[src/dsw_defines.svh]
`ifndef DSW_DEFINES_SVH
`define DSW_DEFINES_SVH

// Frame length and bit counter.
`define DSW_CNT_W 5
`define DSW_FRAME_BITS 24
`define DSW_LAST_BIT 5'h17
`define DSW_CNT_FULL 5'h18
`define DSW_CNT_ZERO 5'h00
`define DSW_CNT_ONE 5'h01

// Field positions inside a 24-bit frame, bit 23 first on the wire.
`define DSW_LD_HI 21
`define DSW_LD_LO 20
`define DSW_SEL_HI 18
`define DSW_SEL_LO 17
`define DSW_PD_BIT 16
`define DSW_DATA_HI 15
`define DSW_DATA_LO 2

// Load field codes.
`define DSW_LD_BUF 2'h0
`define DSW_LD_ONE 2'h1
`define DSW_LD_ALL 2'h2
`define DSW_LD_BCAST 2'h3

// Code range and reset values.
`define DSW_CODE_W 14
`define DSW_CHANNELS 4
`define DSW_CODE_ZERO 14'h0000
`define DSW_CODE_FULL 14'h3FFF
`define DSW_WORD_ZERO 24'h000000

`endif

[src/dsw_pkg.sv]
`include "dsw_defines.svh"

package dsw_pkg;

  // Serial pins seen from the converter side.
  typedef struct packed {
    logic sclk;
    logic sdin;
    logic sync_n;
  } dsw_pins_t;

  typedef logic [`DSW_CODE_W-1:0] dsw_code_t;
  typedef dsw_code_t [`DSW_CHANNELS-1:0] dsw_codes_t;
  typedef logic [`DSW_FRAME_BITS-1:0] dsw_word_t;

  // Frame receive states.
  typedef enum logic [1:0] {
    DSW_ST_IDLE = 2'b00,
    DSW_ST_SHIFT = 2'b01,
    DSW_ST_HOLD = 2'b10
  } dsw_state_t;

endpackage : dsw_pkg

[src/dsw_port.sv]
// Notes on behaviour
// (RULE1) Host toggles frame select only around clock pulse.
// (RULE2) Toggle without full clock pulse locks port; here the first toggle after reset does not lock, as pulse_seen_q resets high.
// (RULE3) Valid frame or correct toggle releases lock.
// (RULE4) Host keeps frame select free of glitches.
// (RULE5) Byte hosts send three bytes, select low.
// (RULE6) Data travels most significant bit first.
// (RULE7) Host changes data at falling clock edge.
// (RULE8) Standard hosts use polarity 0, phase 1.
// (RULE9) Codes are 14-bit straight binary, 0 to 3FFF.
// (RULE10) 24-bit frame; outputs update after last edge.
`timescale 1ns/1ps
`default_nettype none
`include "dsw_defines.svh"

module dsw_port
  import dsw_pkg::*;
(
  input wire logic clk_sys, // System clock, 125 MHz.
  input wire logic rst_n, // Synchronous reset, active low.
  input wire dsw_pins_t pins, // Serial clock, data and frame select pins.
  output var dsw_codes_t dac_code_q, // Loaded converter codes, one per channel.
  output logic update_q, // One-cycle pulse when a frame has loaded.
  output logic locked_q // High while the port is in the locked state.
);

  dsw_pins_t sync1_q, sync2_q, sync3_q, filt_q, filt_d;
  dsw_state_t state_q, state_d;
  logic [`DSW_CNT_W-1:0] cnt_q, cnt_d;
  dsw_word_t shift_q, shift_d;
  dsw_codes_t buf_q, buf_d, dac_code_d;
  logic rise_seen_q, rise_seen_d, pulse_seen_q, pulse_seen_d;
  logic locked_d, update_d, frame_done;
  logic sclk_rise, sclk_fall, sync_fall, sync_rise, sync_edge;
  logic [1:0] ld_f, sel_f;
  dsw_code_t data_f;

  // Pin filter: a pin level is accepted once the second and third stages agree.
  // A level that has not settled through both stages is ignored, so a slow host edge never counts twice.
  always_comb begin
    filt_d = filt_q;
    if (sync2_q.sclk == sync3_q.sclk) filt_d.sclk = sync3_q.sclk;
    if (sync2_q.sdin == sync3_q.sdin) filt_d.sdin = sync3_q.sdin;
    if (sync2_q.sync_n == sync3_q.sync_n) filt_d.sync_n = sync3_q.sync_n;
  end

  // Edges of the filtered pins.
  always_comb begin
    sclk_rise = ~filt_q.sclk & filt_d.sclk;
    sclk_fall = filt_q.sclk & ~filt_d.sclk;
    sync_fall = filt_q.sync_n & ~filt_d.sync_n;
    sync_rise = ~filt_q.sync_n & filt_d.sync_n;
    sync_edge = sync_fall | sync_rise;
  end

  // Pin synchronisers and filtered levels; idle lines reset high for select, low for clock.
  always_ff @(posedge clk_sys) begin
    if (!rst_n) begin
      sync1_q <= '{sclk: 1'b0, sdin: 1'b0, sync_n: 1'b1};
      sync2_q <= '{sclk: 1'b0, sdin: 1'b0, sync_n: 1'b1};
      sync3_q <= '{sclk: 1'b0, sdin: 1'b0, sync_n: 1'b1};
      filt_q <= '{sclk: 1'b0, sdin: 1'b0, sync_n: 1'b1};
    end else begin
      sync1_q <= pins;
      sync2_q <= sync1_q;
      sync3_q <= sync2_q;
      filt_q <= filt_d;
    end
  end

  // Clock-pulse tracking between select toggles and lock control.
  // A select edge is judged on pulses already registered, so a clock fall in the same cycle does not count.
  always_comb begin
    rise_seen_d = rise_seen_q;
    pulse_seen_d = pulse_seen_q;
    locked_d = locked_q;
    if (sync_edge) begin
      rise_seen_d = 1'b0;
      pulse_seen_d = 1'b0;
    end else begin
      if (sclk_rise) rise_seen_d = 1'b1;
      if (sclk_fall && rise_seen_q) pulse_seen_d = 1'b1;
    end
    if (frame_done) locked_d = 1'b0; // RULE3
    if (sync_edge && pulse_seen_q) locked_d = 1'b0; // RULE3
    if (sync_edge && !pulse_seen_q) locked_d = 1'b1; // RULE2
  end

  // Frame field decode of the word as it stands after the current edge.
  always_comb begin
    ld_f = shift_d[`DSW_LD_HI:`DSW_LD_LO];
    sel_f = shift_d[`DSW_SEL_HI:`DSW_SEL_LO];
    data_f = shift_d[`DSW_DATA_HI:`DSW_DATA_LO]; // RULE9
  end

  // Frame receiver: shifts on falling clock edges while select is low.
  // Clock edges after the last bit are ignored; a select rise before the last bit drops the frame.
  always_comb begin
    state_d = state_q;
    cnt_d = cnt_q;
    shift_d = shift_q;
    frame_done = 1'b0;
    case (state_q)
      DSW_ST_IDLE: begin
        if (sync_fall) begin
          state_d = DSW_ST_SHIFT;
          cnt_d = `DSW_CNT_ZERO;
        end
      end
      DSW_ST_SHIFT: begin
        if (sync_rise) begin
          state_d = DSW_ST_IDLE;
        end else if (sclk_fall) begin
          shift_d = {shift_q[`DSW_FRAME_BITS-2:0], filt_q.sdin}; // RULE6
          cnt_d = cnt_q + `DSW_CNT_ONE;
          if (cnt_q == `DSW_LAST_BIT) begin
            frame_done = 1'b1; // RULE10
            state_d = DSW_ST_HOLD;
          end
        end
      end
      DSW_ST_HOLD: begin
        if (sync_rise) state_d = DSW_ST_IDLE;
      end
      default: begin
        state_d = DSW_ST_IDLE;
      end
    endcase
  end

  // Buffer and output load; a frame that completes while locked only releases the lock.
  always_comb begin
    buf_d = buf_q;
    dac_code_d = dac_code_q;
    update_d = 1'b0;
    if (frame_done && !locked_q && !shift_d[`DSW_PD_BIT]) begin // RULE2
      update_d = 1'b1; // RULE10
      buf_d[sel_f] = data_f;
      case (ld_f)
        `DSW_LD_ONE: dac_code_d[sel_f] = data_f; // RULE9
        `DSW_LD_ALL: dac_code_d = buf_d;
        `DSW_LD_BCAST: begin
          for (int i = 0; i < `DSW_CHANNELS; i++) begin
            buf_d[i] = data_f;
            dac_code_d[i] = data_f;
          end
        end
        default: dac_code_d = dac_code_q;
      endcase
    end
  end

  // State registers.
  always_ff @(posedge clk_sys) begin
    if (!rst_n) begin
      state_q <= DSW_ST_IDLE;
      cnt_q <= `DSW_CNT_ZERO;
      shift_q <= `DSW_WORD_ZERO;
      buf_q <= {`DSW_CHANNELS{`DSW_CODE_ZERO}};
      dac_code_q <= {`DSW_CHANNELS{`DSW_CODE_ZERO}};
      rise_seen_q <= 1'b0;
      pulse_seen_q <= 1'b1;
      locked_q <= 1'b0;
      update_q <= 1'b0;
    end else begin
      state_q <= state_d;
      cnt_q <= cnt_d;
      shift_q <= shift_d;
      buf_q <= buf_d;
      dac_code_q <= dac_code_d;
      rise_seen_q <= rise_seen_d;
      pulse_seen_q <= pulse_seen_d;
      locked_q <= locked_d;
      update_q <= update_d;
    end
  end
endmodule : dsw_port
`default_nettype wire

[config.mk]
export PLATFORM = sky130hd
export DESIGN_NAME = dsw_port
export DESIGN_NICKNAME = d
export VERILOG_FILES = /design/src/dsw_pkg.sv /design/src/dsw_port.sv
export VERILOG_INCLUDE_DIRS = /design/src /design/src/src
export SDC_FILE = /design/constraint.sdc
export NUM_CORES = 1
export LEC_CHECK = 0
export ABC_AREA = 1
export BUFFER_PORTS_ARGS = -buffer_cell sky130_fd_sc_hd__buf_2
export CORE_MARGIN = 2
export CORE_UTILIZATION = 35
export DETAILED_ROUTE_END_ITERATION = 6
export HOLD_SLACK_MARGIN = 0.02
export PLACE_DENSITY = 0.52
export SLEW_MARGIN = 20
export SYNTH_ARGS = -nofsm -noshare
export SYNTH_HDL_FRONTEND = slang
export SYNTH_SLANG_ARGS = --single-unit
[constraint.sdc]
create_clock -name clk_sys -period 4.22 [get_ports clk_sys]
set_input_delay 0.844 -clock clk_sys [delete_from_list [all_inputs] [get_ports clk_sys]]
set_output_delay 0.844 -clock clk_sys [all_outputs]
set_load 0.005 [all_outputs]
[Word level (Yosys, flattened, before mapping)]
Index checks and enable logic that the tools add are counted.
Word-level totals
  memories: 0
  input port bits: 5
  RAM bits: 0
  flip-flop bits (word level): 157
  word-level logic and storage cells: 107
  bits in latches: 0
  ROM bits: 0
  output and inout port bits: 58
Operators by class
  order comparisons: 2
  div/mod/pow operators: 0
  add/subtract/negate cells: 1
  multiplexer cells: 31
  equal/unequal tests: 15
  shift operators: 0
  bitwise logic cells: 11
  multipliers: 0
  reduce and logical (&&, ||, !) cells: 19
Operator list (number)
  $pmux 56 s3: 1
  $bwmux 56: 2
  $mux 22: 3
  $mux 56: 1
  $demux 14 s2: 1
  $mux 5: 3
  $mux 14: 1
  $mux 1: 12
  $mux 2: 5
  $pmux 5 s2: 1
  $ne 2x2->1 const B: 4
  $reduce_and 4->1: 2
  $eq 2x2->1 const B: 3
  $logic_and 1x1->1: 6
  $ne 3x3->1 const B: 2
  $not 1->1: 6
  $pmux 2 s3: 1
  $reduce_bool 3->1: 2
  $add 5x1->5 const B: 1
  $eq 5x5->1 const B: 1
  $and 1x1->1: 4
  $eq 2x1->1 const B: 2
  $reduce_bool 2->1: 2
  $eq 1x1->1: 3
  8 further kinds: 10

[Longest topological paths before layout]
Gate-level depths: netlist of run 1.
  word-level depth: 13
  depth in mapped cells: 18
  depth with buffers taken out: 17

[Least setup slack after synthesis of run 1]
OpenSTA, ideal clock, no wires.
  kind: register -> register
  from: reg filt_q[0] (netlist name)
  to: reg (tool-made name)
  data required time: 4.106 ns
  cell stages (with the launch flop): 17
  library setup time: 0.114 ns
  buffers on the path: 2
  clock period less this slack: 1.985 ns
  path slack: 2.235 ns
  data arrival time: 1.871 ns
  cell sequence: dfxtp_1 > inv_1 > nand2_1 > o21a_1 > ha_1 > inv_1 > nand2_1 > nor2_4 > buf_6 > nand2_1 > nand2_2 > nand2_2 > nand2_2 > nand2_4 > buf_4 > a21oi_1 > nor2_1
RTL lines
  from (decl): line dsw_port.sv:27  | dsw_pins_t sync1_q, sync2_q, sync3_q, filt_q, filt_d;
  from (signal assigned): line dsw_port.sv:62  | filt_q <= '{sclk: 1'b0, sdin: 1'b0, sync_n: 1'b1};
  from (signal assigned): line dsw_port.sv:67  | filt_q <= filt_d;

==> results of run 1 <==
## power by group
part           switching (uW)  internal [uW]  total, uW
clock network             677            880       1560
logic                    28.5           7.53       36.0
registers                2.65           1490       1490
total                     708           2370       3080
## cells in the mapped netlist
master,n,area [sq um]
sky130_fd_sc_hd__a211oi_1,2,15.0
sky130_fd_sc_hd__a21oi_1,117,586
sky130_fd_sc_hd__a31oi_1,1,6.26
sky130_fd_sc_hd__and3_1,1,6.26
sky130_fd_sc_hd__buf_1,1,3.75
sky130_fd_sc_hd__buf_2,21,105
sky130_fd_sc_hd__buf_4,4,30.0
sky130_fd_sc_hd__buf_6,14,158
sky130_fd_sc_hd__buf_8,1,15.0
sky130_fd_sc_hd__clkbuf_1,24,90.1
sky130_fd_sc_hd__clkbuf_2,1,5.00
sky130_fd_sc_hd__dfxtp_1,157,3140
sky130_fd_sc_hd__ha_1,3,37.5
sky130_fd_sc_hd__inv_1,112,420
sky130_fd_sc_hd__inv_2,9,33.8
sky130_fd_sc_hd__nand2_1,368,1380
sky130_fd_sc_hd__nand2_2,27,169
sky130_fd_sc_hd__nand2_4,8,90.1
sky130_fd_sc_hd__nand3_1,122,611
sky130_fd_sc_hd__nand3_2,1,10.0
sky130_fd_sc_hd__nand3b_1,1,7.51
sky130_fd_sc_hd__nand3b_4,1,20.0
sky130_fd_sc_hd__nand4_1,1,6.26
sky130_fd_sc_hd__nor2_1,87,327
sky130_fd_sc_hd__nor2_2,3,18.8
sky130_fd_sc_hd__nor2_4,2,22.5
sky130_fd_sc_hd__nor2_8,1,20.0
sky130_fd_sc_hd__nor3_1,3,15.0
sky130_fd_sc_hd__nor3_4,1,16.3
sky130_fd_sc_hd__nor3b_1,1,7.51
sky130_fd_sc_hd__o211a_1,1,10.0
sky130_fd_sc_hd__o21a_1,1,7.51
sky130_fd_sc_hd__o21ai_0,74,370
sky130_fd_sc_hd__o21ai_1,3,15.0
sky130_fd_sc_hd__or2_2,3,18.8
sky130_fd_sc_hd__xor2_1,1,8.76
## per-layer routing
metal  global-route usage  vias to the layer above
met2                0.313                      221
met3               0.0408                       38
li1                     -                     3783
met5                    0                        -
met1                0.285                     3350
met4               0.0716                        0
## cells in the final DEF, fill, tap and decap left out, drive strengths merged
master	Yosys	routed
a31oi	1	1
ha	3	3
nor3b	1	1
nand2	403	403
clkinvlp	0	3
o21ai	77	77
nand3b	2	2
diode	0	1
and3	1	1
nand4	1	1
nand3	123	123
clkbuf	25	17
bufinv	0	2
a211oi	2	2
o21a	1	1
or2	3	3
a21oi	117	117
clkinv	0	5
inv	121	126
o211a	1	1
nor3	4	4
buf	41	75
nor2	93	93
xor2	1	1
dfxtp	157	157
## cell families (layout without fill, tap and decap cells)
kind of cell | after synthesis | after routing | synth area share
compound gates | 199 | 199 | 0.129
flops | 157 | 157 | 0.403
other cells | 0 | 1 | 0
xor+xnor | 1 | 1 | 0.00112
fa+ha+maj | 3 | 3 | 0.00481
simple gates | 631 | 631 | 0.352
buf+inv | 187 | 228 | 0.110
## final timing paths
path | startpoint | to | cells after the start
min reg2reg | sync1_q[2]$_SDFF_PN0_ | sync2_q[2]$_SDFF_PN0_ | 2
max reg2reg | filt_q[0]$_SDFF_PN1_ | flop | 15
min | sync1_q[2]$_SDFF_PN0_ | sync2_q[2]$_SDFF_PN0_ | 2
max | filt_q[0]$_SDFF_PN1_ | flop | 15
## worst reg2reg max path: stages, from the launching register on
cell,delay (ns)
sky130_fd_sc_hd__dfxtp_1,0.31
sky130_fd_sc_hd__inv_1,0.07
sky130_fd_sc_hd__nand2_1,0.05
sky130_fd_sc_hd__o21a_1,0.11
sky130_fd_sc_hd__ha_1,0.20
sky130_fd_sc_hd__inv_1,0.08
sky130_fd_sc_hd__nand2_1,0.10
sky130_fd_sc_hd__nor2_4,0.17
sky130_fd_sc_hd__buf_4,0.26
sky130_fd_sc_hd__nand2_1,0.08
sky130_fd_sc_hd__nand2_1,0.50
sky130_fd_sc_hd__nand2_2,0.41
sky130_fd_sc_hd__nand2_2,0.23
sky130_fd_sc_hd__nand2_4,0.20
sky130_fd_sc_hd__a21oi_1,0.22
sky130_fd_sc_hd__nor2_1,0.05
## cell type report
| cell class | count | area share |
|---|---|---|
| diodes | 1 | 0.000285 |
| clock buffers | 17 | 0.0484 |
| clock inverters | 15 | 0.0185 |
| inverters | 121 | 0.0517 |
| multi-input cells | 834 | 0.433 |
| flip-flops and latches | 157 | 0.358 |
| well taps | 280 | 0.0399 |
| repair buffers | 75 | 0.0510 |
## metrics by stage
| step | std cells | power (uW) | utilization | cell area [sq um] | hold WS (ns) |
|---|---|---|---|---|---|
| final | 1500 | 3080 | 0.401 | 8790 | 0.411 |
| after CTS | 1499 | 3110 | 0.401 | 8790 | 0.415 |
| after global placement | 1467 | 1560 | 0.374 | 8200 | 0.393 |
| after detailed placement | 1467 | 1560 | 0.374 | 8200 | 0.399 |
| after floorplan | 1178 | 1550 | - | 7810 | 0.390 |
| after global routing | 1499 | 3180 | 0.401 | 8790 | 0.449 |
==> metrics.txt, run 1 <==
# TYPE chip_impl_metric gauge
chip_impl_info{name="status",value="complete, no violations"} 1
chip_impl_metric{name="syn_inst",unit=""} 1178
chip_impl_metric{name="cts_max_level",unit=""} 4
chip_impl_metric{name="die_x",unit="microns"} 153
chip_impl_metric{name="count_of_clock_tree_sinks",unit=""} 157
chip_impl_metric{name="initial_utilization",unit=""} 0.357
chip_impl_metric{name="grt.overflow.total",unit=""} 0
chip_impl_metric{name="design.final.nets",unit=""} 1214
chip_impl_metric{name="clk_pin_slew_worst_paths",unit="ns"} 0.07
chip_impl_metric{name="syn2layout_area_growth",unit="%"} 12.6
chip_impl_metric{name="worstMarginPinSlew",unit="ns"} 0.999
chip_impl_info{name="worst_setup_path_start_kind",value="flop"} 1
chip_impl_metric{name="first_pass_iters",unit=""} 6
chip_impl_metric{name="layout_min_cycle_time",unit="ns"} 3.14
chip_impl_metric{name="netlist_area",unit="sq um"} 7810
chip_impl_metric{name="gp_routability_congestion",unit=""} 0.856
chip_impl_metric{name="timing.max_slew.rel_slack",unit=""} 0.333
chip_impl_metric{name="drt-met1-wl",unit="microns"} 11200
chip_impl_metric{name="detailedRoute.firstIterationViolations",unit=""} 620
chip_impl_metric{name="detailroute.wirelength.met3",unit="microns"} 1360
chip_impl_metric{name="total_number_of_vias",unit=""} 7392
chip_impl_metric{name="worst_path_buf_inv",unit=""} 3
chip_impl_info{name="dr.max_layer_used",value="met4"} 1
chip_impl_info{name="ctsRootBufferMaster",value="sky130_fd_sc_hd__clkbuf_16"} 1
chip_impl_metric{name="final.fill_count",unit=""} 2355
chip_impl_metric{name="timing.setup.tns",unit="ns"} 0
chip_impl_metric{name="post_cts_buffers",unit=""} 0
chip_impl_metric{name="maxCapViolations",unit=""} 0
chip_impl_metric{name="timing_hold_violations_final",unit=""} 0
chip_impl_metric{name="synth_sequential_area_ratio",unit=""} 0.403
chip_impl_metric{name="slew_viol_final",unit=""} 0
chip_impl_metric{name="vias_per_cell",unit=""} 4.93
chip_impl_metric{name="place_hpwl",unit="microns"} 15800
chip_impl_metric{name="io_buffers",unit=""} 62
chip_impl_metric{name="max_freq",unit="MHz"} 319
chip_impl_info{name="timing_worst_setup_path_type",value="flop to flop"} 1
chip_impl_metric{name="seq_area",unit="sq um"} 3140
chip_impl_metric{name="cts_hold_buffers",unit=""} 0
chip_impl_info{name="holdCritPathClass",value="flop to flop"} 1
chip_impl_metric{name="post_drt_antenna_nets",unit=""} 0
chip_impl_metric{name="cts_inserted_buffers",unit=""} 17
chip_impl_metric{name="worst_path_largest_cell_delay",unit="ns"} 0.50
chip_impl_metric{name="r2r_setup_slack",unit="ns"} 1.08
chip_impl_metric{name="synth_cell_type_count",unit=""} 36
chip_impl_metric{name="grt_first_pass_wirelength",unit="microns"} 37800
chip_impl_metric{name="number_of_antenna_violations_at_the_first_check_in_global_routing",unit=""} 1
chip_impl_metric{name="vias_in_the_first_global_route",unit=""} 6696
chip_impl_metric{name="final-setup-viol-count",unit=""} 0
chip_impl_info{name="crit_chain",value="inv_1, nand2_1, o21a_1, ha_1, inv_1, nand2_1, nor2_4, buf_4, nand2_1, nand2_1, nand2_2, nand2_2, nand2_4, a21oi_1, nor2_1"} 1
chip_impl_info{name="tritoncts_clock_tree",value="done"} 1
chip_impl_info{name="path_common_cell",value="sky130_fd_sc_hd__nand2_1"} 1
chip_impl_metric{name="worst_ep_arrival_time",unit="ns"} 3.47
chip_impl_metric{name="period_share",unit=""} 0.744
chip_impl_info{name="worst_path_max_delay_cell",value="sky130_fd_sc_hd__nand2_1"} 1
chip_impl_metric{name="cts_repair_resizes",unit=""} 0
chip_impl_metric{name="multi_input_area",unit="sq um"} 3800
chip_impl_metric{name="wire_per_inst",unit="microns"} 15.8
chip_impl_metric{name="route.final.wire_length",unit="microns"} 23800
chip_impl_metric{name="die_height",unit="microns"} 153
chip_impl_metric{name="ir_worst_vdd",unit="mV"} 0.207
chip_impl_metric{name="static_leakage",unit="uW"} 0.00435
chip_impl_metric{name="worst-endpoint-required",unit="ns"} 4.55
chip_impl_metric{name="clock_insertion_delay_worst_skew",unit="ns"} 0.44
chip_impl_metric{name="floorplan.die_area",unit="sq um"} 23500
chip_impl_metric{name="power.density_cell_area",unit="nW/um^2"} 351
chip_impl_metric{name="gr-usage-all-layers",unit=""} 0.204
chip_impl_metric{name="clock_tree.buffer_depth",unit=""} 2
chip_impl_metric{name="ys_warn_count",unit=""} 0
chip_impl_metric{name="timing.critical_path.fanout_max",unit=""} 26
chip_impl_metric{name="synth_nets",unit=""} 1186
chip_impl_metric{name="num_io_pins",unit=""} 63
chip_impl_metric{name="drive_gt1_frac",unit=""} 0.134
chip_impl_metric{name="pre_cts_slack",unit="ns"} 1.12
chip_impl_metric{name="synth_area_per_cell",unit="sq um"} 6.63
chip_impl_info{name="worstSetupEndpointType",value="flop"} 1
chip_impl_metric{name="grt_start_max_net_pins",unit=""} 66
chip_impl_metric{name="setup_ws",unit="ns"} 1.08
chip_impl_metric{name="worst_clock_skew",unit="ns"} 0.0153
chip_impl_metric{name="ff_latch_count_synth",unit=""} 157
chip_impl_metric{name="drt_drc_violations_left",unit=""} 0
chip_impl_info{name="rsz0062_at_grt",value="no"} 1
chip_impl_metric{name="placement_rows",unit=""} 54
chip_impl_metric{name="met2_length",unit="microns"} 10600
chip_impl_info{name="crit_family",value="simple AND/OR/NAND/NOR gates"} 1
chip_impl_metric{name="design.core.area",unit="sq um"} 21900
Power figures use the tool's default switching activity.
==> run 2: changes to the inputs <==
--- a/config.mk
+++ b/config.mk
@@ -12,7 +12,7 @@
 export CORE_UTILIZATION = 35
 export DETAILED_ROUTE_END_ITERATION = 6
 export HOLD_SLACK_MARGIN = 0.02
-export PLACE_DENSITY = 0.52
+export PLACE_DENSITY = 0.54
 export SLEW_MARGIN = 20
 export SYNTH_ARGS = -nofsm -noshare
 export SYNTH_HDL_FRONTEND = slang
==> constraint.sdc (replaced) <==
create_clock -name clk_sys -period 2.72 [get_ports clk_sys]
set_input_delay 0.544 -clock clk_sys [delete_from_list [all_inputs] [get_ports clk_sys]]
set_output_delay 0.544 -clock clk_sys [all_outputs]
set_load 0.005 [all_outputs]
==> metrics.txt, run 2 (synthesis results as in run 1) <==
# TYPE chip_impl_metric gauge
chip_impl_info{name="status",value="complete, no violations"} 1
chip_impl_metric{name="worst_path_largest_cell_delay",unit="ns"} 0.32
chip_impl_info{name="crit_family",value="simple AND/OR/NAND/NOR gates"} 1
chip_impl_metric{name="post_drt_antenna_nets",unit=""} 0
chip_impl_metric{name="drt_drc_violations_left",unit=""} 0
chip_impl_metric{name="cts_max_level",unit=""} 4
chip_impl_metric{name="syn2layout_area_growth",unit="%"} 14.8
chip_impl_metric{name="worst-endpoint-required",unit="ns"} 3.06
chip_impl_metric{name="slew_viol_final",unit=""} 0
chip_impl_metric{name="cts_hold_buffers",unit=""} 0
chip_impl_metric{name="num_io_pins",unit=""} 63
chip_impl_metric{name="clock_insertion_delay_worst_skew",unit="ns"} 0.44
chip_impl_metric{name="n_antenna_cell",unit=""} 0
chip_impl_metric{name="ir_worst_vdd",unit="mV"} 0.294
chip_impl_metric{name="design.final.nets",unit=""} 1234
chip_impl_metric{name="place_hpwl",unit="microns"} 15400
chip_impl_info{name="timing_worst_setup_path_type",value="flop to flop"} 1
chip_impl_metric{name="clock_tree.buffer_depth",unit=""} 2
chip_impl_metric{name="worstMarginPinSlew",unit="ns"} 0.543
chip_impl_info{name="path_common_cell",value="sky130_fd_sc_hd__nand2_1"} 1
chip_impl_metric{name="grt_start_max_net_pins",unit=""} 126
chip_impl_metric{name="number_of_antenna_violations_at_the_first_check_in_global_routing",unit=""} 0
chip_impl_metric{name="placement_rows",unit=""} 54
chip_impl_metric{name="timing.max_slew.rel_slack",unit=""} 0.638
chip_impl_metric{name="floorplan.die_area",unit="sq um"} 23500
chip_impl_metric{name="static_leakage",unit="uW"} 0.00444
chip_impl_metric{name="finish.cell_count_without_fillers",unit=""} 1519
chip_impl_metric{name="placed_cells",unit=""} 1485
chip_impl_metric{name="drive_gt1_frac",unit=""} 0.148
chip_impl_metric{name="final_core_utilization",unit=""} 0.409
chip_impl_info{name="worst_path_max_delay_cell",value="sky130_fd_sc_hd__dfxtp_1"} 1
chip_impl_info{name="layout_common_cells",value="sky130_fd_sc_hd__nand2_1, sky130_fd_sc_hd__dfxtp_1, sky130_fd_sc_hd__nand3_1, sky130_fd_sc_hd__a21oi_1, sky130_fd_sc_hd__inv_1"} 1
chip_impl_metric{name="max_freq",unit="MHz"} 399
chip_impl_metric{name="design.core.area",unit="sq um"} 21900
chip_impl_metric{name="maxCapViolations",unit=""} 0
chip_impl_metric{name="timing.setup.tns",unit="ns"} 0
chip_impl_metric{name="layout_min_cycle_time",unit="ns"} 2.51
chip_impl_metric{name="total_number_of_vias",unit=""} 7443
chip_impl_metric{name="count_of_clock_tree_sinks",unit=""} 157
chip_impl_metric{name="die_height",unit="microns"} 153
chip_impl_metric{name="initial_utilization",unit=""} 0.357
chip_impl_info{name="tritoncts_clock_tree",value="done"} 1
chip_impl_info{name="mostFrequentLayoutCell",value="sky130_fd_sc_hd__nand2_1"} 1
chip_impl_metric{name="vias_in_the_first_global_route",unit=""} 6877
chip_impl_metric{name="post_dp_cell_area",unit="sq um"} 8380
chip_impl_metric{name="timing_hold_violations_final",unit=""} 0
chip_impl_metric{name="io_buffers",unit=""} 62
chip_impl_metric{name="die_x",unit="microns"} 153
chip_impl_metric{name="first_pass_iters",unit=""} 7
chip_impl_metric{name="worst_path_buf_inv",unit=""} 5
chip_impl_metric{name="grt_first_pass_wirelength",unit="microns"} 37800
chip_impl_metric{name="cts_inserted_buffers",unit=""} 17
chip_impl_metric{name="wire_per_inst",unit="microns"} 15.7
chip_impl_metric{name="power.density_cell_area",unit="nW/um^2"} 520
chip_impl_metric{name="fin_hold_ws",unit="ns"} 0.299
chip_impl_metric{name="detailedRoute.firstIterationViolations",unit=""} 563
chip_impl_metric{name="timing.critical_path.fanout_max",unit=""} 25
chip_impl_metric{name="stdcell_area",unit="sq um"} 8960
chip_impl_info{name="crit_chain",value="inv_1, nand2_1, o21a_1, ha_1, inv_1, nand2_1, nor2_4, nand2_1, nand2_1, nand2_4, inv_2, buf_12, nand3_1, a21oi_1, buf_4, nor2_1"} 1
chip_impl_metric{name="route.final.wire_length",unit="microns"} 23900
chip_impl_metric{name="period_share",unit=""} 0.922
chip_impl_metric{name="gr-usage-all-layers",unit=""} 0.203
chip_impl_metric{name="final-setup-viol-count",unit=""} 0
chip_impl_metric{name="worst_ep_arrival_time",unit="ns"} 2.84
chip_impl_metric{name="clk_pin_slew_worst_paths",unit="ns"} 0.07
chip_impl_metric{name="final.fill_count",unit=""} 2318
chip_impl_metric{name="gp_routability_congestion",unit=""} 0.828
chip_impl_info{name="worst_setup_path_start_kind",value="flop"} 1
chip_impl_info{name="worstSetupEndpointType",value="flop"} 1
chip_impl_info{name="ctsRootBufferMaster",value="sky130_fd_sc_hd__clkbuf_16"} 1
chip_impl_metric{name="worst_clock_skew",unit="ns"} 0.0134
chip_impl_info{name="holdCritPathClass",value="input port to flop"} 1
chip_impl_metric{name="grt.overflow.total",unit=""} 0
chip_impl_metric{name="vias_per_cell",unit=""} 4.90
-- run 2: cell types whose count changed in the layout (fill, tap and decap cells not counted) --
cell / delta
sky130_fd_sc_hd__bufinv_16: -2
sky130_fd_sc_hd__buf_6: +1
sky130_fd_sc_hd__nor2_2: +1
sky130_fd_sc_hd__buf_12: +4
sky130_fd_sc_hd__inv_6: -2
sky130_fd_sc_hd__clkinv_4: +1
sky130_fd_sc_hd__inv_8: +1
sky130_fd_sc_hd__clkinv_2: -1
sky130_fd_sc_hd__clkbuf_8: +2
sky130_fd_sc_hd__diode_2: -1
sky130_fd_sc_hd__clkinvlp_4: +1
sky130_fd_sc_hd__buf_4: +14
-- run 2: tightest hold or removal path, delay by kind of cell --
| kind | cells | cell delay, ns |
|---|---|---|
| buffers and inverters | 2 | 0.11 |
| and+or+nand+nor | 1 | 0.04 |
-- run 2: final timing paths --
kind	startpoint	endpoint	slack (ns)	depth (start not counted)
max	filt_q[0]$_SDFF_PN1_	flop	0.21	16
min	pins[1]	sync1_q[1]$_SDFF_PN0_	0.30	3
max reg2reg	filt_q[0]$_SDFF_PN1_	flop	0.21	16
min reg2reg	sync1_q[2]$_SDFF_PN0_	sync2_q[2]$_SDFF_PN0_	0.40	2
-- run 2: power by group --
part | leakage [uW] | switching, uW | internal [uW]
logic | 0.00291 | 43.4 | 13.9
registers | 0.00127 | 4.22 | 2300
clock network | 0.000264 | 1060 | 1230
-- run 2: layout make-up --
class / instances / area (sq um) / area share
tap: 280 / 350 / 0.0391
sequential: 157 / 3140 / 0.351
multi-input combinational: 835 / 3810 / 0.425
timing repair buffer: 94 / 644 / 0.0719
clock buffer: 19 / 453 / 0.0505
inverter: 121 / 454 / 0.0507
clock inverter: 13 / 108 / 0.0120
-- run 2: through the flow --
stage | setup slack, ns | total power, uW
detailed placement | 0.230 | 2420
finish | 0.213 | 4660
global route | -0.00000400 | 4830
floorplan | 0.735 | 2400
CTS | 0.209 | 4710
global placement | 0.257 | 2420
-- run 2: metal layers --
metal / global-route usage / vias to the layer above / part of all wire
met2: 0.313 / 207 / 0.44
met1: 0.289 / 3380 / 0.48
met5: 0 / - / 0
met3: 0.0374 / 28 / 0.055
met4: 0.0660 / 0 / 0.017
li1: - / 3828 / -
-- run 2: repair_timing --
| item | in CTS | in global routing |
|---|---|---|
| setup buffers | 0 | 1 |
| gates resized for setup | 0 | 1 |
| setup endpoints to repair | 0 | 4 |
==> run 3: changes to the inputs <==
--- a/config.mk
+++ b/config.mk
@@ -6,13 +6,12 @@
 export SDC_FILE = /design/constraint.sdc
 export NUM_CORES = 1
 export LEC_CHECK = 0
-export ABC_AREA = 1
 export BUFFER_PORTS_ARGS = -buffer_cell sky130_fd_sc_hd__buf_2
 export CORE_MARGIN = 2
 export CORE_UTILIZATION = 35
 export DETAILED_ROUTE_END_ITERATION = 6
 export HOLD_SLACK_MARGIN = 0.02
-export PLACE_DENSITY = 0.54
+export PLACE_DENSITY = 0.55
 export SLEW_MARGIN = 20
 export SYNTH_ARGS = -nofsm -noshare
 export SYNTH_HDL_FRONTEND = slang
==> metrics.txt, run 3 <==
# TYPE chip_impl_metric gauge
chip_impl_metric{name="timing.max_slew.rel_slack",unit=""} 0.587
chip_impl_metric{name="seq_area",unit="sq um"} 3150
chip_impl_metric{name="wire_per_inst",unit="microns"} 16.3
chip_impl_info{name="worstSetupEndpointType",value="flop"} 1
chip_impl_metric{name="io_buffers",unit=""} 62
chip_impl_metric{name="cells_on_worst_reg2reg_path",unit=""} 12
chip_impl_metric{name="max_freq",unit="MHz"} 382
chip_impl_metric{name="maxCapViolations",unit=""} 0
chip_impl_info{name="synthTopCellsByCount",value="sky130_fd_sc_hd__dfxtp_1, sky130_fd_sc_hd__o21ai_0, sky130_fd_sc_hd__nand3_1"} 1
chip_impl_metric{name="crit_cells",unit=""} 12
chip_impl_info{name="status",value="complete, no violations"} 1
chip_impl_metric{name="fraction_of_post_synthesis_cell_area_in_the_top_cell_type_by_area",unit=""} 0.509
chip_impl_metric{name="worst_path_buf_inv",unit=""} 2
chip_impl_info{name="crit_chain",value="nand2_1, nand2_1, o21a_1, ha_2, or3b_4, or4_4, buf_4, a32oi_4, buf_12, nor2_1, a21oi_1, o2bb2ai_1"} 1
chip_impl_info{name="global_route.peak_usage_layer",value="met2"} 1
chip_impl_metric{name="place_hpwl",unit="microns"} 11300
chip_impl_metric{name="finish.cell_count_without_fillers",unit=""} 996
chip_impl_metric{name="ys_warn_count",unit=""} 0
chip_impl_metric{name="clock_tree.buffer_depth",unit=""} 2
chip_impl_metric{name="total_number_of_vias",unit=""} 5177
chip_impl_info{name="layout_common_cells",value="sky130_fd_sc_hd__dfxtp_1, sky130_fd_sc_hd__o21ai_0, sky130_fd_sc_hd__buf_2, sky130_fd_sc_hd__nand3_1, sky130_fd_sc_hd__o2bb2ai_1"} 1
chip_impl_metric{name="design.final.nets",unit=""} 766
chip_impl_metric{name="grt_start_max_net_pins",unit=""} 44
chip_impl_metric{name="seqPwrFrac",unit=""} 0.473
chip_impl_metric{name="global_routing_met3_resource_utilization",unit=""} 0.0430
chip_impl_metric{name="number_of_antenna_violations_at_the_first_check_in_global_routing",unit=""} 0
chip_impl_metric{name="final_core_utilization",unit=""} 0.448
chip_impl_metric{name="syn2layout_area_growth",unit="%"} 25.4
chip_impl_metric{name="hold_depth",unit=""} 2
chip_impl_metric{name="final.fill_count",unit=""} 1724
chip_impl_metric{name="routing_usage_on_met1",unit=""} 0.214
chip_impl_metric{name="power.clock.fraction",unit=""} 0.514
chip_impl_metric{name="worst_clock_skew",unit="ns"} 0.00950
chip_impl_metric{name="worstMarginPinSlew",unit="ns"} 0.616
chip_impl_metric{name="synth_cell_type_count",unit=""} 46
chip_impl_metric{name="gr-usage-all-layers",unit=""} 0.178
chip_impl_metric{name="floorplan.die_area",unit="sq um"} 18700
chip_impl_info{name="netlist_top_cells_area",value="sky130_fd_sc_hd__dfxtp_1, sky130_fd_sc_hd__o2bb2ai_1, sky130_fd_sc_hd__o21ai_0"} 1
chip_impl_metric{name="synth_area_per_cell",unit="sq um"} 9.17
chip_impl_metric{name="count_of_clock_tree_sinks",unit=""} 157
chip_impl_metric{name="cts_hold_buffers",unit=""} 0
chip_impl_metric{name="grt_first_pass_wirelength",unit="microns"} 25400
chip_impl_metric{name="post_drt_antenna_nets",unit=""} 0
chip_impl_metric{name="clock_insertion_delay_worst_skew",unit="ns"} 0.42
chip_impl_metric{name="worst-endpoint-required",unit="ns"} 3.03
chip_impl_metric{name="num_io_pins",unit=""} 63
chip_impl_metric{name="initial_utilization",unit=""} 0.357
chip_impl_metric{name="clk_pin_slew_worst_paths",unit="ns"} 0.06
chip_impl_metric{name="worst_path_largest_cell_delay",unit="ns"} 0.48
chip_impl_info{name="path_common_cell",value="sky130_fd_sc_hd__nand2_1"} 1
chip_impl_metric{name="slew_viol_final",unit=""} 0
chip_impl_metric{name="met2_usage",unit=""} 0.306
chip_impl_info{name="synth.most_common_cell",value="sky130_fd_sc_hd__dfxtp_1"} 1
chip_impl_metric{name="die_x",unit="microns"} 137
chip_impl_metric{name="vias_in_the_first_global_route",unit=""} 4947
chip_impl_metric{name="multi_input_area",unit="sq um"} 2780
chip_impl_metric{name="final-setup-viol-count",unit=""} 0
chip_impl_info{name="holdCritPathClass",value="input port to flop"} 1
chip_impl_info{name="synth_ff_type",value="sky130_fd_sc_hd__dfxtp_1"} 1
chip_impl_metric{name="ir_worst_vdd",unit="mV"} 0.415
chip_impl_metric{name="first_pass_iters",unit=""} 5
chip_impl_metric{name="worst_ep_arrival_time",unit="ns"} 2.93
chip_impl_metric{name="layout_min_cycle_time",unit="ns"} 2.62
chip_impl_metric{name="cts_inserted_buffers",unit=""} 17
chip_impl_metric{name="placed_cells",unit=""} 958
chip_impl_metric{name="n_antenna_cell",unit=""} 0
chip_impl_metric{name="die_height",unit="microns"} 137
chip_impl_info{name="ctsRootBufferMaster",value="sky130_fd_sc_hd__clkbuf_16"} 1
chip_impl_metric{name="netlist_area",unit="sq um"} 6170
chip_impl_metric{name="placement_rows",unit=""} 48
chip_impl_metric{name="internal_portion_of_total_power",unit="uW"} 3930
chip_impl_metric{name="synth_nets",unit=""} 681
chip_impl_metric{name="grt.overflow.total",unit=""} 0
chip_impl_info{name="synth_top_area_cell",value="sky130_fd_sc_hd__dfxtp_1"} 1
chip_impl_metric{name="synth_sequential_area_ratio",unit=""} 0.509
chip_impl_metric{name="design.core.area",unit="sq um"} 17300
chip_impl_info{name="worst_setup_path_start_kind",value="flop"} 1
chip_impl_metric{name="syn_inst",unit=""} 673
chip_impl_metric{name="gp_routability_congestion",unit=""} 0.907
chip_impl_metric{name="detailedRoute.firstIterationViolations",unit=""} 396
chip_impl_metric{name="synth_edf_count",unit=""} 0
chip_impl_info{name="rsz0062_at_grt",value="no"} 1
chip_impl_metric{name="timing.critical_path.fanout_max",unit=""} 28
chip_impl_info{name="mostFrequentLayoutCell",value="sky130_fd_sc_hd__dfxtp_1"} 1
chip_impl_metric{name="route.final.wire_length",unit="microns"} 16300
chip_impl_metric{name="drive_gt1_frac",unit=""} 0.219
chip_impl_metric{name="timing_hold_violations_final",unit=""} 0
chip_impl_metric{name="net-switching-power",unit="uW"} 950
chip_impl_metric{name="vias_per_cell",unit=""} 5.20
chip_impl_metric{name="drt_drc_violations_left",unit=""} 0
chip_impl_metric{name="ff_latch_count_synth",unit=""} 157
chip_impl_info{name="crit_family",value="simple AND/OR/NAND/NOR gates"} 1
chip_impl_metric{name="synth-async-reset-ratio",unit=""} 0
chip_impl_metric{name="static_leakage",unit="uW"} 0.00315
chip_impl_info{name="tritoncts_clock_tree",value="done"} 1
chip_impl_metric{name="combinationalPowerShare",unit=""} 0.013
chip_impl_metric{name="power.density_cell_area",unit="nW/um^2"} 631
chip_impl_info{name="timing_worst_setup_path_type",value="flop to flop"} 1
chip_impl_metric{name="period_share",unit=""} 0.962
chip_impl_metric{name="netSwitchingFraction",unit=""} 0.195
chip_impl_metric{name="cts_max_level",unit=""} 4
chip_impl_info{name="worst_path_max_delay_cell",value="sky130_fd_sc_hd__or4_4"} 1
==> run 3: routing by layer <==
layer | part of all wire | wire length, microns | vias up
li1 | - | - | 2572
met1 | 0.44 | 7150 | 2472
met2 | 0.51 | 8240 | 100
met3 | 0.031 | 498 | 33
met4 | 0.024 | 388 | 0
met5 | 0 | 0 | -
==> run 3: through the flow <==
stage	total power (uW)	hold slack, ns	setup WS [ns]	instance area [sq um]	setup TNS [ns]
after CTS	4940	0.296	0.0164	7600	0
after floorplan	2400	0.386	0.124	6170	0
final	4880	0.316	0.103	7740	0
after global routing	5060	0.303	0.00147	7740	0
after detailed placement	2420	0.404	-0.117	6960	-1.47
after global placement	2420	0.418	-0.00888	6960	-0.0109
==> run 3: power groups by stage <==
stage | logic [uW] | registers, uW | clock network [uW]
6_report | 62.8 | 2310 | 2510
5_1_grt | 68.9 | 2310 | 2680
4_1_cts | 63.2 | 2310 | 2570
3_5_place_dp | 62.6 | 2360 | 0
3_3_place_gp | 61.6 | 2360 | 0
2_1_floorplan | 40.1 | 2360 | 0
==> run 3: area by class of cell <==
class | instances | area share
flip-flops and latches | 157 | 0.406
well taps | 225 | 0.0364
clock buffers | 22 | 0.0613
inverters | 21 | 0.0102
multi-input cells | 451 | 0.359
clock inverters | 10 | 0.0207
repair buffers | 110 | 0.106
==> run 3: path summary, 6_finish.rpt <==
kind | slack (ns) | endpoint | startpoint
setup / recovery | 0.10 | flop | sync2_q[0]$_SDFF_PN1_
setup reg to reg | 0.10 | flop | sync2_q[0]$_SDFF_PN1_
hold reg to reg | 0.43 | sync2_q[0]$_SDFF_PN1_ | sync1_q[0]$_SDFF_PN1_
hold / removal | 0.32 | sync1_q[0]$_SDFF_PN1_ | pins[0]
==> run 3: cells by family after synthesis <==
group           after synthesis  share of synthesized area
compound gates              219                      0.235
flops                       157                      0.509
simple gates                210                      0.171
mux                          16                     0.0259
xor+xnor                      3                    0.00426
buf+inv                      65                     0.0484
fa+ha+maj                     3                    0.00608
==> run 3: what timing repair did <==
action | in CTS | in global routing
pin swaps | 0 | 4
setup endpoints to repair | 19 | 79
buffers inserted | 0 | 3
resized for setup | 7 | 21
cloned | 0 | 3
